$ cat src/logic/gpb_regs.svh
// register offsets, reset values and timing counts of the pin port
`ifndef GPB_REGS_SVH
`define GPB_REGS_SVH
`define GPB_LB_BASE 32'h6000_0000
`define GPB_OFS_ORIENT 8'h00
`define GPB_OFS_ORIENT_CLR 8'h04
`define GPB_OFS_ORIENT_SET 8'h08
`define GPB_OFS_ORIENT_FLIP 8'h0C
`define GPB_OFS_DRIVE 8'h10
`define GPB_OFS_DRIVE_CLR 8'h14
`define GPB_OFS_DRIVE_SET 8'h18
`define GPB_OFS_DRIVE_FLIP 8'h1C
`define GPB_OFS_INVAL 8'h20
`define GPB_RST_ORIENT 32'h0000_0000
`define GPB_RST_DRIVE 32'h0000_0000
`define GPB_SYNC_CYC 2
`define GPB_GRP_W 8
`endif

$ cat src/logic/gpb_pkg.sv
// shared types of the pin port
`default_nettype none
package gpb_pkg;
  typedef enum logic [1:0] {GPB_WR, GPB_CLR, GPB_SET, GPB_TGL} gpb_op_t;
  typedef enum logic [1:0] {GPB_IDLE, GPB_SYNC, GPB_EXEC, GPB_DONE} gpb_apb_st_t;
  typedef struct packed {
    logic hit;
    logic drv;
    logic inp;
    gpb_op_t op;
  } gpb_dec_t;
endpackage
`default_nettype wire

$ cat src/logic/gpb_sync_if.sv
// link between the port core and its input synchroniser
`timescale 1ns/1ps
`default_nettype none
interface gpb_sync_if #(parameter int W = 32, parameter int G = 4);
  logic [G-1:0] grp_en;
  logic [W-1:0] in_val;
  logic [W-1:0] pad_lvl;
  modport ctl (output grp_en, input in_val, input pad_lvl);
  modport smp (input grp_en, output in_val, output pad_lvl);
endinterface
`default_nettype wire

$ cat src/logic/gpb_sync.sv
// input synchroniser with per-group sampling enable
`timescale 1ns/1ps
`default_nettype none
`include "gpb_regs.svh"
module gpb_sync #(
  parameter int W = 32,
  parameter int G = 4
) (
  input wire logic clk,
  input wire logic nrst,
  input wire logic port_off,
  input wire logic [W-1:0] pad_in,
  gpb_sync_if.smp sif
);
  typedef struct packed {
    logic [W-1:0] s1;
    logic [W-1:0] s2;
    logic [W-1:0] val;
  } gpb_sync_t;
  gpb_sync_t s_r, s_nxt;

  always_comb begin
    s_nxt = s_r;
    s_nxt.s1 = pad_in;
    s_nxt.s2 = s_r.s1;
    for (int g = 0; g < G; g++) begin
      if (sif.grp_en[g]) begin
        s_nxt.val[g*`GPB_GRP_W +: `GPB_GRP_W] = s_r.s2[g*`GPB_GRP_W +: `GPB_GRP_W];
      end
    end
    if (!nrst || port_off) begin
      s_nxt = '0;
    end
  end

  always_ff @(posedge clk) begin
    s_nxt_q: s_r <= s_nxt;
  end

  assign sif.in_val = s_r.val;
  assign sif.pad_lvl = s_r.s2;

  a_sync_hold: assert property (@(posedge clk) disable iff (!nrst)
    (sif.grp_en == '0 && !port_off) |=> $stable(sif.in_val))
    else $error("input value changed while sampling was off");
  a_sync_cont: assert property (@(posedge clk) disable iff (!nrst)
    (&sif.grp_en && !port_off) |=> sif.in_val == $past(s_r.s2))
    else $error("enabled sampling did not take the synchronised level");
endmodule // gpb_sync
`default_nettype wire

$ cat src/logic/gpb_pad.sv
// pad drive, input buffer and pull control with retention
`timescale 1ns/1ps
`default_nettype none
module gpb_pad #(
  parameter int W = 32
) (
  input wire logic clk,
  input wire logic nrst,
  input wire logic port_off,
  input wire logic [W-1:0] orient,
  input wire logic [W-1:0] drive,
  input wire logic [W-1:0] in_en,
  input wire logic [W-1:0] pull_en,
  input wire logic [W-1:0] pmux_en,
  input wire logic [W-1:0] analog_sel,
  input wire logic [W-1:0] periph_drive,
  input wire logic [W-1:0] periph_oe,
  output logic [W-1:0] pad_out,
  output logic [W-1:0] pad_oe_n,
  output logic [W-1:0] pad_ie,
  output logic [W-1:0] pad_pull
);
  typedef struct packed {
    logic [W-1:0] out;
    logic [W-1:0] oe_n;
    logic [W-1:0] ie;
    logic [W-1:0] pull;
  } gpb_pad_t;
  gpb_pad_t s_r, s_nxt;
  logic [W-1:0] drv_en;

  assign drv_en = ((pmux_en & periph_oe) | (~pmux_en & orient)) & ~analog_sel;

  always_comb begin
    s_nxt = s_r;
    if (!port_off) begin
      // per pin: muxed pins take the peripheral level
      s_nxt.out = (pmux_en & periph_drive) | (~pmux_en & drive);
      s_nxt.oe_n = ~drv_en;
      s_nxt.ie = (in_en | pmux_en) & ~analog_sel;
      s_nxt.pull = pull_en & ~drv_en & ~analog_sel;
    end
    if (!nrst) begin
      s_nxt.out = '0;
      s_nxt.oe_n = '1;
      s_nxt.ie = '0;
      s_nxt.pull = '0;
    end
  end

  always_ff @(posedge clk) begin
    s_r <= s_nxt;
  end

  assign pad_out = s_r.out;
  assign pad_oe_n = s_r.oe_n;
  assign pad_ie = s_r.ie;
  assign pad_pull = s_r.pull;

  a_rst_input: assert property (@(posedge clk)
    !nrst |=> (pad_oe_n == '1 && pad_ie == '0 && pad_pull == '0))
    else $error("pad not fully disabled in reset");
  a_analog_off: assert property (@(posedge clk) disable iff (!nrst)
    !port_off |=> ((pad_ie | pad_pull | ~pad_oe_n) & $past(analog_sel)) == '0)
    else $error("digital feature left on for analog pin");
  a_dir_drive: assert property (@(posedge clk) disable iff (!nrst)
    (!port_off && pmux_en == '0 && analog_sel == '0)
    |=> (pad_oe_n == ~$past(orient) && pad_out == $past(drive)))
    else $error("pad drive does not follow orient and drive level");
endmodule // gpb_pad
`default_nettype wire

$ cat src/logic/gpb_port.sv
// pin port core: local bus and apb register access, sampling, pads
`timescale 1ns/1ps
`default_nettype none
`include "gpb_regs.svh"

// Function
// - pins grouped, up to 32 per port
// - one write sets, clears, flips selected pins
// - orient, drive, input reachable from both buses
// - reset leaves every pin fully disabled input
// - power-down keeps pads, loses registers, synchronisers
// - keeps working in sleep while clocked
// - main clock; apb rate derived from it
// - local bus access served first
// - apb access waits out local bus access
// - input synchronisers run on main clock
// - debug halt freezes nothing
// - protected register ignores cpu writes
// - debug halt lifts all write protection
// - debugger accesses never write protected
// - analog selection disables pad digital features
// - local bus never waits
// - local bus takes byte, half, word
// - local bus base, same register map
// - local bus: orient/drive full ops, input read
// - muxed peripheral drives pad, reads level
// - on-demand sampling delays read two cycles
// - sampling enable per eight pins
// - set, clear, flip masks; zeros unchanged
// - orient one drives, zero is input
module gpb_port #(
  parameter int W = 32,
  parameter int G = 4,
  parameter logic [31:0] LB_BASE = `GPB_LB_BASE
) (
  input wire logic clk,
  input wire logic nrst,
  input wire logic port_off,
  input wire logic dbg_halt,
  input wire logic lb_valid,
  input wire logic lb_write,
  input wire logic [31:0] lb_addr,
  input wire logic [1:0] lb_size,
  input wire logic [31:0] lb_wdata,
  output logic [31:0] lb_rdata,
  input wire logic psel,
  input wire logic penable,
  input wire logic pwrite,
  input wire logic [7:0] paddr,
  input wire logic [31:0] pwdata,
  input wire logic [3:0] pstrb,
  input wire logic pdbg,
  output logic pready,
  output logic [31:0] prdata,
  output logic pslverr,
  input wire logic [7:0] wprot,
  input wire logic [G-1:0] continuous_sync_group,
  input wire logic [W-1:0] in_en,
  input wire logic [W-1:0] pull_en,
  input wire logic [W-1:0] pmux_en,
  input wire logic [W-1:0] analog_sel,
  input wire logic [W-1:0] periph_drive,
  input wire logic [W-1:0] periph_oe,
  output logic [W-1:0] periph_level,
  input wire logic [W-1:0] pad_in,
  output logic [W-1:0] pad_out,
  output logic [W-1:0] pad_oe_n,
  output logic [W-1:0] pad_ie,
  output logic [W-1:0] pad_pull
);
  import gpb_pkg::*;

  typedef struct packed {
    logic [W-1:0] orient;
    logic [W-1:0] drive;
    gpb_apb_st_t st;
    logic [1:0] cnt;
    logic pready;
    logic [31:0] prdata;
    logic pslverr;
    logic [31:0] lb_rdata;
    logic [W-1:0] periph_level;
  } gpb_top_t;
  gpb_top_t s_r, s_nxt;

  gpb_sync_if #(.W(W), .G(G)) sif ();

  ////////////////////////////////////////////////////////////////////////
  // helpers

  function automatic gpb_dec_t decode(input logic [7:0] ofs);
    gpb_dec_t d;
    d = '{hit: 1'b1, drv: 1'b0, inp: 1'b0, op: GPB_WR};
    case (ofs)
      `GPB_OFS_ORIENT: d.op = GPB_WR;
      `GPB_OFS_ORIENT_CLR: d.op = GPB_CLR;
      `GPB_OFS_ORIENT_SET: d.op = GPB_SET;
      `GPB_OFS_ORIENT_FLIP: d.op = GPB_TGL;
      `GPB_OFS_DRIVE: d.drv = 1'b1;
      `GPB_OFS_DRIVE_CLR: begin
        d.drv = 1'b1;
        d.op = GPB_CLR;
      end
      `GPB_OFS_DRIVE_SET: begin
        d.drv = 1'b1;
        d.op = GPB_SET;
      end
      `GPB_OFS_DRIVE_FLIP: begin
        d.drv = 1'b1;
        d.op = GPB_TGL;
      end
      `GPB_OFS_INVAL: d.inp = 1'b1;
      default: d.hit = 1'b0;
    endcase
    return d;
  endfunction

  function automatic logic [W-1:0] merge(
      input logic [W-1:0] cur,
      input gpb_op_t op,
      input logic [31:0] data,
      input logic [3:0] be);
    logic [31:0] bm;
    logic [W-1:0] m;
    logic [W-1:0] r;
    bm = {{8{be[3]}}, {8{be[2]}}, {8{be[1]}}, {8{be[0]}}};
    m = W'(data & bm);
    case (op)
      GPB_CLR: r = cur & ~m;
      GPB_SET: r = cur | m;
      GPB_TGL: r = cur ^ m;
      default: r = (cur & ~W'(bm)) | m;
    endcase
    return r;
  endfunction

  function automatic logic blocked(
      input logic prot,
      input logic halt,
      input logic from_dbg);
    return prot & ~halt & ~from_dbg;
  endfunction

  function automatic logic [31:0] readback(
      input gpb_dec_t d,
      input logic [W-1:0] orient,
      input logic [W-1:0] drive,
      input logic [W-1:0] inval);
    logic [31:0] r;
    r = 32'h0000_0000;
    if (d.inp) begin
      r = 32'(inval);
    end else if (d.drv) begin
      r = 32'(drive);
    end else if (d.hit) begin
      r = 32'(orient);
    end
    return r;
  endfunction

  ////////////////////////////////////////////////////////////////////////
  // access decode

  gpb_dec_t ld;
  gpb_dec_t pd;
  logic [3:0] lbe;
  logic lhit;
  logic lwr_ok;
  logic pacc;
  logic need_sync;
  logic [W-1:0] in_rd;

  assign ld = decode({lb_addr[7:2], 2'b00});
  assign pd = decode({paddr[7:2], 2'b00});
  assign lhit = lb_valid & (lb_addr[31:8] == LB_BASE[31:8]) & ld.hit;
  always_comb begin
    case (lb_size)
      2'h0: lbe = 4'h1 << lb_addr[1:0];
      2'h1: lbe = lb_addr[1] ? 4'hC : 4'h3;
      default: lbe = 4'hF;
    endcase
  end
  assign lwr_ok = lhit & lb_write & ~ld.inp
    & ~blocked(wprot[lb_addr[4:2]], dbg_halt, 1'b0);
  assign pacc = psel & penable;
  assign need_sync = pd.inp & ~pwrite & ~(&continuous_sync_group);
  // digital input disabled reads as zero
  assign in_rd = sif.in_val & pad_ie;

  assign sif.grp_en = continuous_sync_group | {G{s_r.st == GPB_SYNC}};

  ////////////////////////////////////////////////////////////////////////
  // state update

  always_comb begin
    s_nxt = s_r;
    s_nxt.pready = 1'b0;
    s_nxt.pslverr = 1'b0;
    s_nxt.periph_level = sif.pad_lvl & pmux_en;
    if (lhit && !lb_write) begin
      s_nxt.lb_rdata = readback(ld, s_r.orient, s_r.drive, in_rd);
    end
    if (lwr_ok) begin
      if (ld.drv) begin
        s_nxt.drive = merge(s_r.drive, ld.op, lb_wdata, lbe);
      end else begin
        s_nxt.orient = merge(s_r.orient, ld.op, lb_wdata, lbe);
      end
    end
    case (s_r.st)
      GPB_IDLE: begin
        if (pacc) begin
          s_nxt.st = need_sync ? GPB_SYNC : GPB_EXEC;
          s_nxt.cnt = 2'(`GPB_SYNC_CYC - 1);
        end
      end
      GPB_SYNC: begin
        s_nxt.cnt = s_r.cnt - 2'h1;
        if (s_r.cnt == 2'h0) begin
          s_nxt.st = GPB_EXEC;
        end
      end
      GPB_EXEC: begin
        if (!lb_valid) begin
          s_nxt.st = GPB_DONE;
          s_nxt.pready = 1'b1;
          s_nxt.prdata = pwrite ? 32'h0000_0000
            : readback(pd, s_r.orient, s_r.drive, in_rd);
          if (!pd.hit || (pwrite && pd.inp)) begin
            s_nxt.pslverr = 1'b1;
          end else if (pwrite) begin
            if (blocked(wprot[paddr[4:2]], dbg_halt, pdbg)) begin
              s_nxt.pslverr = 1'b1;
            end else if (pd.drv) begin
              s_nxt.drive = merge(s_r.drive, pd.op, pwdata, pstrb);
            end else begin
              s_nxt.orient = merge(s_r.orient, pd.op, pwdata, pstrb);
            end
          end
        end
      end
      GPB_DONE: s_nxt.st = GPB_IDLE;
      default: s_nxt.st = GPB_IDLE;
    endcase
    if (!nrst || port_off) begin
      s_nxt.orient = `GPB_RST_ORIENT;
      s_nxt.drive = `GPB_RST_DRIVE;
      s_nxt.st = GPB_IDLE;
      s_nxt.cnt = 2'h0;
      s_nxt.pready = 1'b0;
      s_nxt.prdata = 32'h0000_0000;
      s_nxt.pslverr = 1'b0;
      s_nxt.lb_rdata = 32'h0000_0000;
      s_nxt.periph_level = '0;
    end
  end

  always_ff @(posedge clk) begin
    s_r <= s_nxt;
  end

  ////////////////////////////////////////////////////////////////////////
  // submodules and outputs

  gpb_sync #(.W(W), .G(G)) u_sync (
    .clk(clk),
    .nrst(nrst),
    .port_off(port_off),
    .pad_in(pad_in),
    .sif(sif)
  );

  gpb_pad #(.W(W)) u_pad (
    .clk(clk),
    .nrst(nrst),
    .port_off(port_off),
    .orient(s_r.orient),
    .drive(s_r.drive),
    .in_en(in_en),
    .pull_en(pull_en),
    .pmux_en(pmux_en),
    .analog_sel(analog_sel),
    .periph_drive(periph_drive),
    .periph_oe(periph_oe),
    .pad_out(pad_out),
    .pad_oe_n(pad_oe_n),
    .pad_ie(pad_ie),
    .pad_pull(pad_pull)
  );

  assign lb_rdata = s_r.lb_rdata;
  assign pready = s_r.pready;
  assign prdata = s_r.prdata;
  assign pslverr = s_r.pslverr;
  assign periph_level = s_r.periph_level;

  ////////////////////////////////////////////////////////////////////////
  // checks

  a_lb_set: assert property (@(posedge clk) disable iff (!nrst)
    (lwr_ok && ld.drv && ld.op == GPB_SET && lbe == 4'hF && !port_off)
    |=> s_r.drive == ($past(s_r.drive) | W'($past(lb_wdata))))
    else $error("set mask did not raise the selected drive bits");
  a_lb_clr: assert property (@(posedge clk) disable iff (!nrst)
    (lwr_ok && !ld.drv && ld.op == GPB_CLR && lbe == 4'hF && !port_off)
    |=> s_r.orient == ($past(s_r.orient) & ~W'($past(lb_wdata))))
    else $error("clear mask disturbed unselected orient bits");
  a_prot_hold: assert property (@(posedge clk) disable iff (!nrst)
    (lhit && lb_write && wprot[lb_addr[4:2]] && !dbg_halt && !port_off
      && s_r.st != GPB_EXEC)
    |=> $stable(s_r.drive) && $stable(s_r.orient))
    else $error("protected register took a cpu write");
  a_dbg_lift: assert property (@(posedge clk) disable iff (!nrst)
    (lhit && lb_write && dbg_halt && ld.drv && ld.op == GPB_TGL
      && lbe == 4'hF && !port_off)
    |=> s_r.drive == ($past(s_r.drive) ^ W'($past(lb_wdata))))
    else $error("write during debug halt was blocked");
  a_lb_yield: assert property (@(posedge clk) disable iff (!nrst)
    (s_r.st == GPB_EXEC && lb_valid) |=> !pready)
    else $error("apb completed beside a local bus access");
  a_apb_go: assert property (@(posedge clk) disable iff (!nrst)
    (s_r.st == GPB_EXEC && !lb_valid && !port_off) |=> pready)
    else $error("apb held without local bus traffic");
  a_ondemand: assert property (@(posedge clk) disable iff (!nrst)
    (s_r.st == GPB_IDLE && pacc && need_sync && !port_off)
    |=> !pready [*3])
    else $error("on-demand input read answered too early");
  a_lb_read: assert property (@(posedge clk) disable iff (!nrst)
    (lhit && !lb_write && ld.inp && !port_off)
    |=> lb_rdata == 32'($past(in_rd)))
    else $error("local input read not answered at once");

  c_collide: cover property (@(posedge clk) disable iff (!nrst)
    s_r.st == GPB_EXEC && lb_valid ##1 pready);
  c_ondemand: cover property (@(posedge clk) disable iff (!nrst)
    s_r.st == GPB_SYNC ##2 s_r.st == GPB_EXEC);
  c_lb_flip: cover property (@(posedge clk) disable iff (!nrst)
    lwr_ok && ld.op == GPB_TGL);
endmodule // gpb_port
`default_nettype wire

$ cat config.mk
export PLATFORM = sky130hd
export DESIGN_NAME = gpb_port
export DESIGN_NICKNAME = d
export VERILOG_FILES = /design/src/logic/gpb_pkg.sv /design/src/logic/gpb_sync_if.sv /design/src/logic/gpb_sync.sv /design/src/logic/gpb_pad.sv /design/src/logic/gpb_port.sv
export VERILOG_INCLUDE_DIRS = /design/src /design/src/logic
export SDC_FILE = /design/constraint.sdc
export NUM_CORES = 1
export LEC_CHECK = 0
export BUFFER_PORTS_ARGS = -buffer_cell sky130_fd_sc_hd__buf_4
export CAP_MARGIN = 20
export CORE_MARGIN = 5
export CORE_UTILIZATION = 40
export DETAILED_ROUTE_END_ITERATION = 8
export HOLD_SLACK_MARGIN = 0.05
export SKIP_CTS_REPAIR_TIMING = 1
export SYNTH_ARGS = -nofsm -noshare
export SYNTH_HDL_FRONTEND = slang
export SYNTH_SLANG_ARGS = --single-unit
$ cat constraint.sdc
create_clock -name clk -period 2.42 [get_ports clk]
set_input_delay 0.121 -clock clk [delete_from_list [all_inputs] [get_ports clk]]
set_output_delay 0.121 -clock clk [all_outputs]
set_load 0.02 [all_outputs]
==> results.sh <==
export IMPL_status="finished, violations left"
export IMPL_violations="negative hold slack"
export IMPL_nets=3837
export IMPL_via_count=23571
export IMPL_synth_compound_area_share_pct=24.1
export IMPL_drc=0
export IMPL_hold_viol=1
export IMPL_worstPathCellList="mux2i_1 > or2_2 > a32oi_1 > dlygate4sd3_1 > nor2b_1"
export IMPL_rsz0062_at_grt="false"
export IMPL_fp_dieW_um=245
export IMPL_clk_path_buf_depth=3
export IMPL_synth_xor_area_share_pct=0
export IMPL_core_area_um2=55000
export IMPL_hp_class="input port to flop"
export IMPL_synth_top_area_cell="dfxtp_1"
export IMPL_synth_warning_count=0
export IMPL_crit_family="flip-flops"
export IMPL_ant_nets=0
export IMPL_synth_top_cell_area_share_pct=35.3
export IMPL_drive_gt1_share_pct=23.1
export IMPL_ios=582
export IMPL_slew_violations=0
export IMPL_synth_edf_count=0
export IMPL_relSlewSlack_pct=38.1
export IMPL_drtIter0Drc=2217
export IMPL_syn_cell_area_um2=22100
export IMPL_dr_pass1_iters=5
export IMPL_htreeDepth=2
export IMPL_clock_sinks=390
export IMPL_synthesis_nets=3228
export IMPL_fmax_mhz=456
export IMPL_leakage_nw=12.9
export IMPL_port_buffers=579
export IMPL_cts_buffers=46
export IMPL_dp_cells=3823
export IMPL_holdPathStages=4
export IMPL_timing_hold_ws_ps=-21.7
export IMPL_max_stage_delay_ps=690
export IMPL_final_cell_count_no_fill=4142
export IMPL_place_hpwl_mm=70.9
export IMPL_synthAdderAreaFrac_pct=7.29
export IMPL_gp_congestion=0.888
export IMPL_design_area_um2=30500
export IMPL_dpl_cell_area_um2=26600
export IMPL_clock_root_buffer="clkbuf_16"
export IMPL_worst_slew_pin_slew_ps=929
export IMPL_num_rows=86
export IMPL_ys_ff_latch=390
export IMPL_grt_pass1_vias=21098
export IMPL_antenna_found_initial=7
export IMPL_required_ps=2900
export IMPL_r2r_cells=5
export IMPL_ir_worst_vdd_mv=0.476
export IMPL_critPathBufInv=1
export IMPL_fin_crit_ps=2190
export IMPL_synth_area_leaders="dfxtp_1, mux2i_1, ha_1"
export IMPL_powerDensity_nw_per_um2=541
export IMPL_arrival_ps=2670
export IMPL_dieArea_um2=60100
export IMPL_grt_pass1_wl_mm=138
export IMPL_synth_top_family_by_area="compound AO/OA/AOI/OAI gates"
export IMPL_start_kind="flop"
export IMPL_finalSetupTns_ps=0
export IMPL_routed_wl_mm=97.9
export IMPL_final_setup_viol_count=0
export IMPL_synth_area_per_cell_um2=8.07
export IMPL_synth_cells=2743
export IMPL_crit_cells=5
export IMPL_vias_per_cell=5.69
export IMPL_clkLatencyLatePin_ps=590
export IMPL_cpMaxStageDelayCell="dfxtp_1"
export IMPL_cts_clk_slew_worst_paths_ps=60
export IMPL_finClkSkew_ps=22.7
export IMPL_area_delta_synth_final_pct=37.6
export IMPL_grt_max_degree=119
export IMPL_maxCapViolCount=0
export IMPL_ys_async_sr_fraction_pct=0
export IMPL_fillers=5037
export IMPL_cts_tree="yes"
export IMPL_synth_cell_types=60
export IMPL_yosysSeqAreaShare_pct=35.3
export IMPL_cp_end_kind="flop"
export IMPL_total_power_mw=16.5
export IMPL_track_usage_pct=29.7
export IMPL_path_max_fanout=7
export IMPL_die_h_um=245
export IMPL_wl_per_cell_um=23.6
export IMPL_gr_total_overflow=0
export IMPL_synth_ff_type="dfxtp_1"
export IMPL_yosys_area_share_simple_pct=18.1
export IMPL_initial_core_util_pct=40.3
export IMPL_crit_type="flop to flop"
export IMPL_period_share_pct=90.6
export IMPL_synthMuxAreaShare_pct=7.80
==> cell usage in the layout (no fill, tap or decap), types with 3 or more instances in the layout <==
cell type / count
nand2_1: 327
bufinv_16: 6
a31oi_1: 3
nand4_1: 3
a211oi_1: 4
nor3_1: 42
clkbuf_16: 46
and3_1: 32
or3_1: 3
clkinv_2: 16
and2_1: 96
nor4_4: 4
a32oi_1: 32
mux2i_1: 168
o21ai_1: 9
nand2b_1: 6
clkbuf_1: 4
buf_4: 628
o21ai_0: 303
buf_12: 13
a21o_1: 4
ha_1: 129
o211ai_1: 7
o2111ai_1: 5
a221o_1: 10
a22oi_1: 91
dfxtp_1: 390
nor2b_1: 64
nor2_1: 192
o221ai_1: 35
or2_2: 35
nand3_1: 16
dlygate4sd3_1: 229
clkbuf_8: 9
diode_2: 7
a221oi_1: 74
a21oi_1: 287
inv_1: 23
==> Yosys cell counts (3+ instances only) <==
cell type	count
dfxtp_1	390
nand2_1	328
o21ai_0	303
a21oi_1	287
nor2_1	193
clkbuf_1	176
mux2i_1	168
ha_1	129
and2_1	99
buf_4	97
a22oi_1	91
a221oi_1	74
nor2b_1	66
nor3_1	43
o221ai_1	35
or2_2	35
a32oi_1	32
and3_1	32
inv_1	23
buf_2	22
nand3_1	17
buf_1	13
a221o_1	10
o21ai_1	9
nand2b_1	7
o211ai_1	7
o2111ai_1	5
a211oi_1	4
a21o_1	4
or3_1	4
a31oi_1	3
nand4_1	3
nor4_4	3
==> state kept, by name, indices dropped and copies added (netlist names) <==
name / flops
periph_level: 32
lb_rdata: 32
s_r: 68
prdata: 32
u_pad.pad_out: 32
u_pad.pad_oe_n: 32
u_sync.sif.pad_lvl: 32
u_pad.pad_ie: 32
pready: 1
u_sync.s_r: 32
pslverr: 1
u_sync.sif.in_val: 32
u_pad.pad_pull: 32
==> worst register-to-register path, delay by kind of cell, from the launching register on <==
kind | cells | cell delay, ps
compound gates | 1 | 250
buf+inv | 1 | 600
flops | 1 | 690
mux | 1 | 180
simple gates | 2 | 380
==> path summary, 6_finish.rpt <==
check                   from                    end  slack [ps]
max                 s_r[139]      u_pad.pad_pull[5]         230
min reg2reg   u_sync.s_r[73]  u_sync.sif.pad_lvl[9]         400
min          periph_drive[6]       u_pad.pad_out[6]         -20
max reg2reg         s_r[139]      u_pad.pad_pull[5]         230
==> stage by stage <==
stage	worst slack [ps]	utilization, %	hold WS [ps]
final	226	55.4	-21.7
after global routing	242	55.4	36.4
after CTS	348	51.2	-295
after detailed placement	201	48.3	328
after global placement	198	48.3	326
after floorplan	507	-	243
==> where the power goes <==
part | internal, mW | switching (mW) | leakage, nW
Clock | 4.38 | 2.95 | 0.793
Combinational | 1.20 | 1.31 | 8.90
Sequential | 6.54 | 0.0919 | 3.16
==> kinds of logic after synthesis <==
group           after synthesis
simple gates                844
flops                       390
buf+inv                     333
fa+ha+maj                   129
compound gates              877
mux                         170
==> final cells by class <==
type	count	area, um^2	share of cell area (%)
repair buffers	871	7280	23.9
multi-input cells	2020	12800	41.9
diodes	7	17.5	0.0575
clock buffers	58	1280	4.19
well taps	748	936	3.07
flip-flops and latches	390	7810	25.6
clock inverters	25	304	0.998
inverters	23	86.3	0.283
==> routing by layer <==
metal  part of all wire [%]  vias up  routed length, um  track usage (%)
met5                      0        -                  0                0
met4                    2.1        0               2020             6.30
met3                    8.0      126               7860             5.95
met2                     46     1054              45400             48.2
met1                     44    11412              42600             41.1
li1                       -    10979                  -                -
Power figures use the tool's default switching activity.
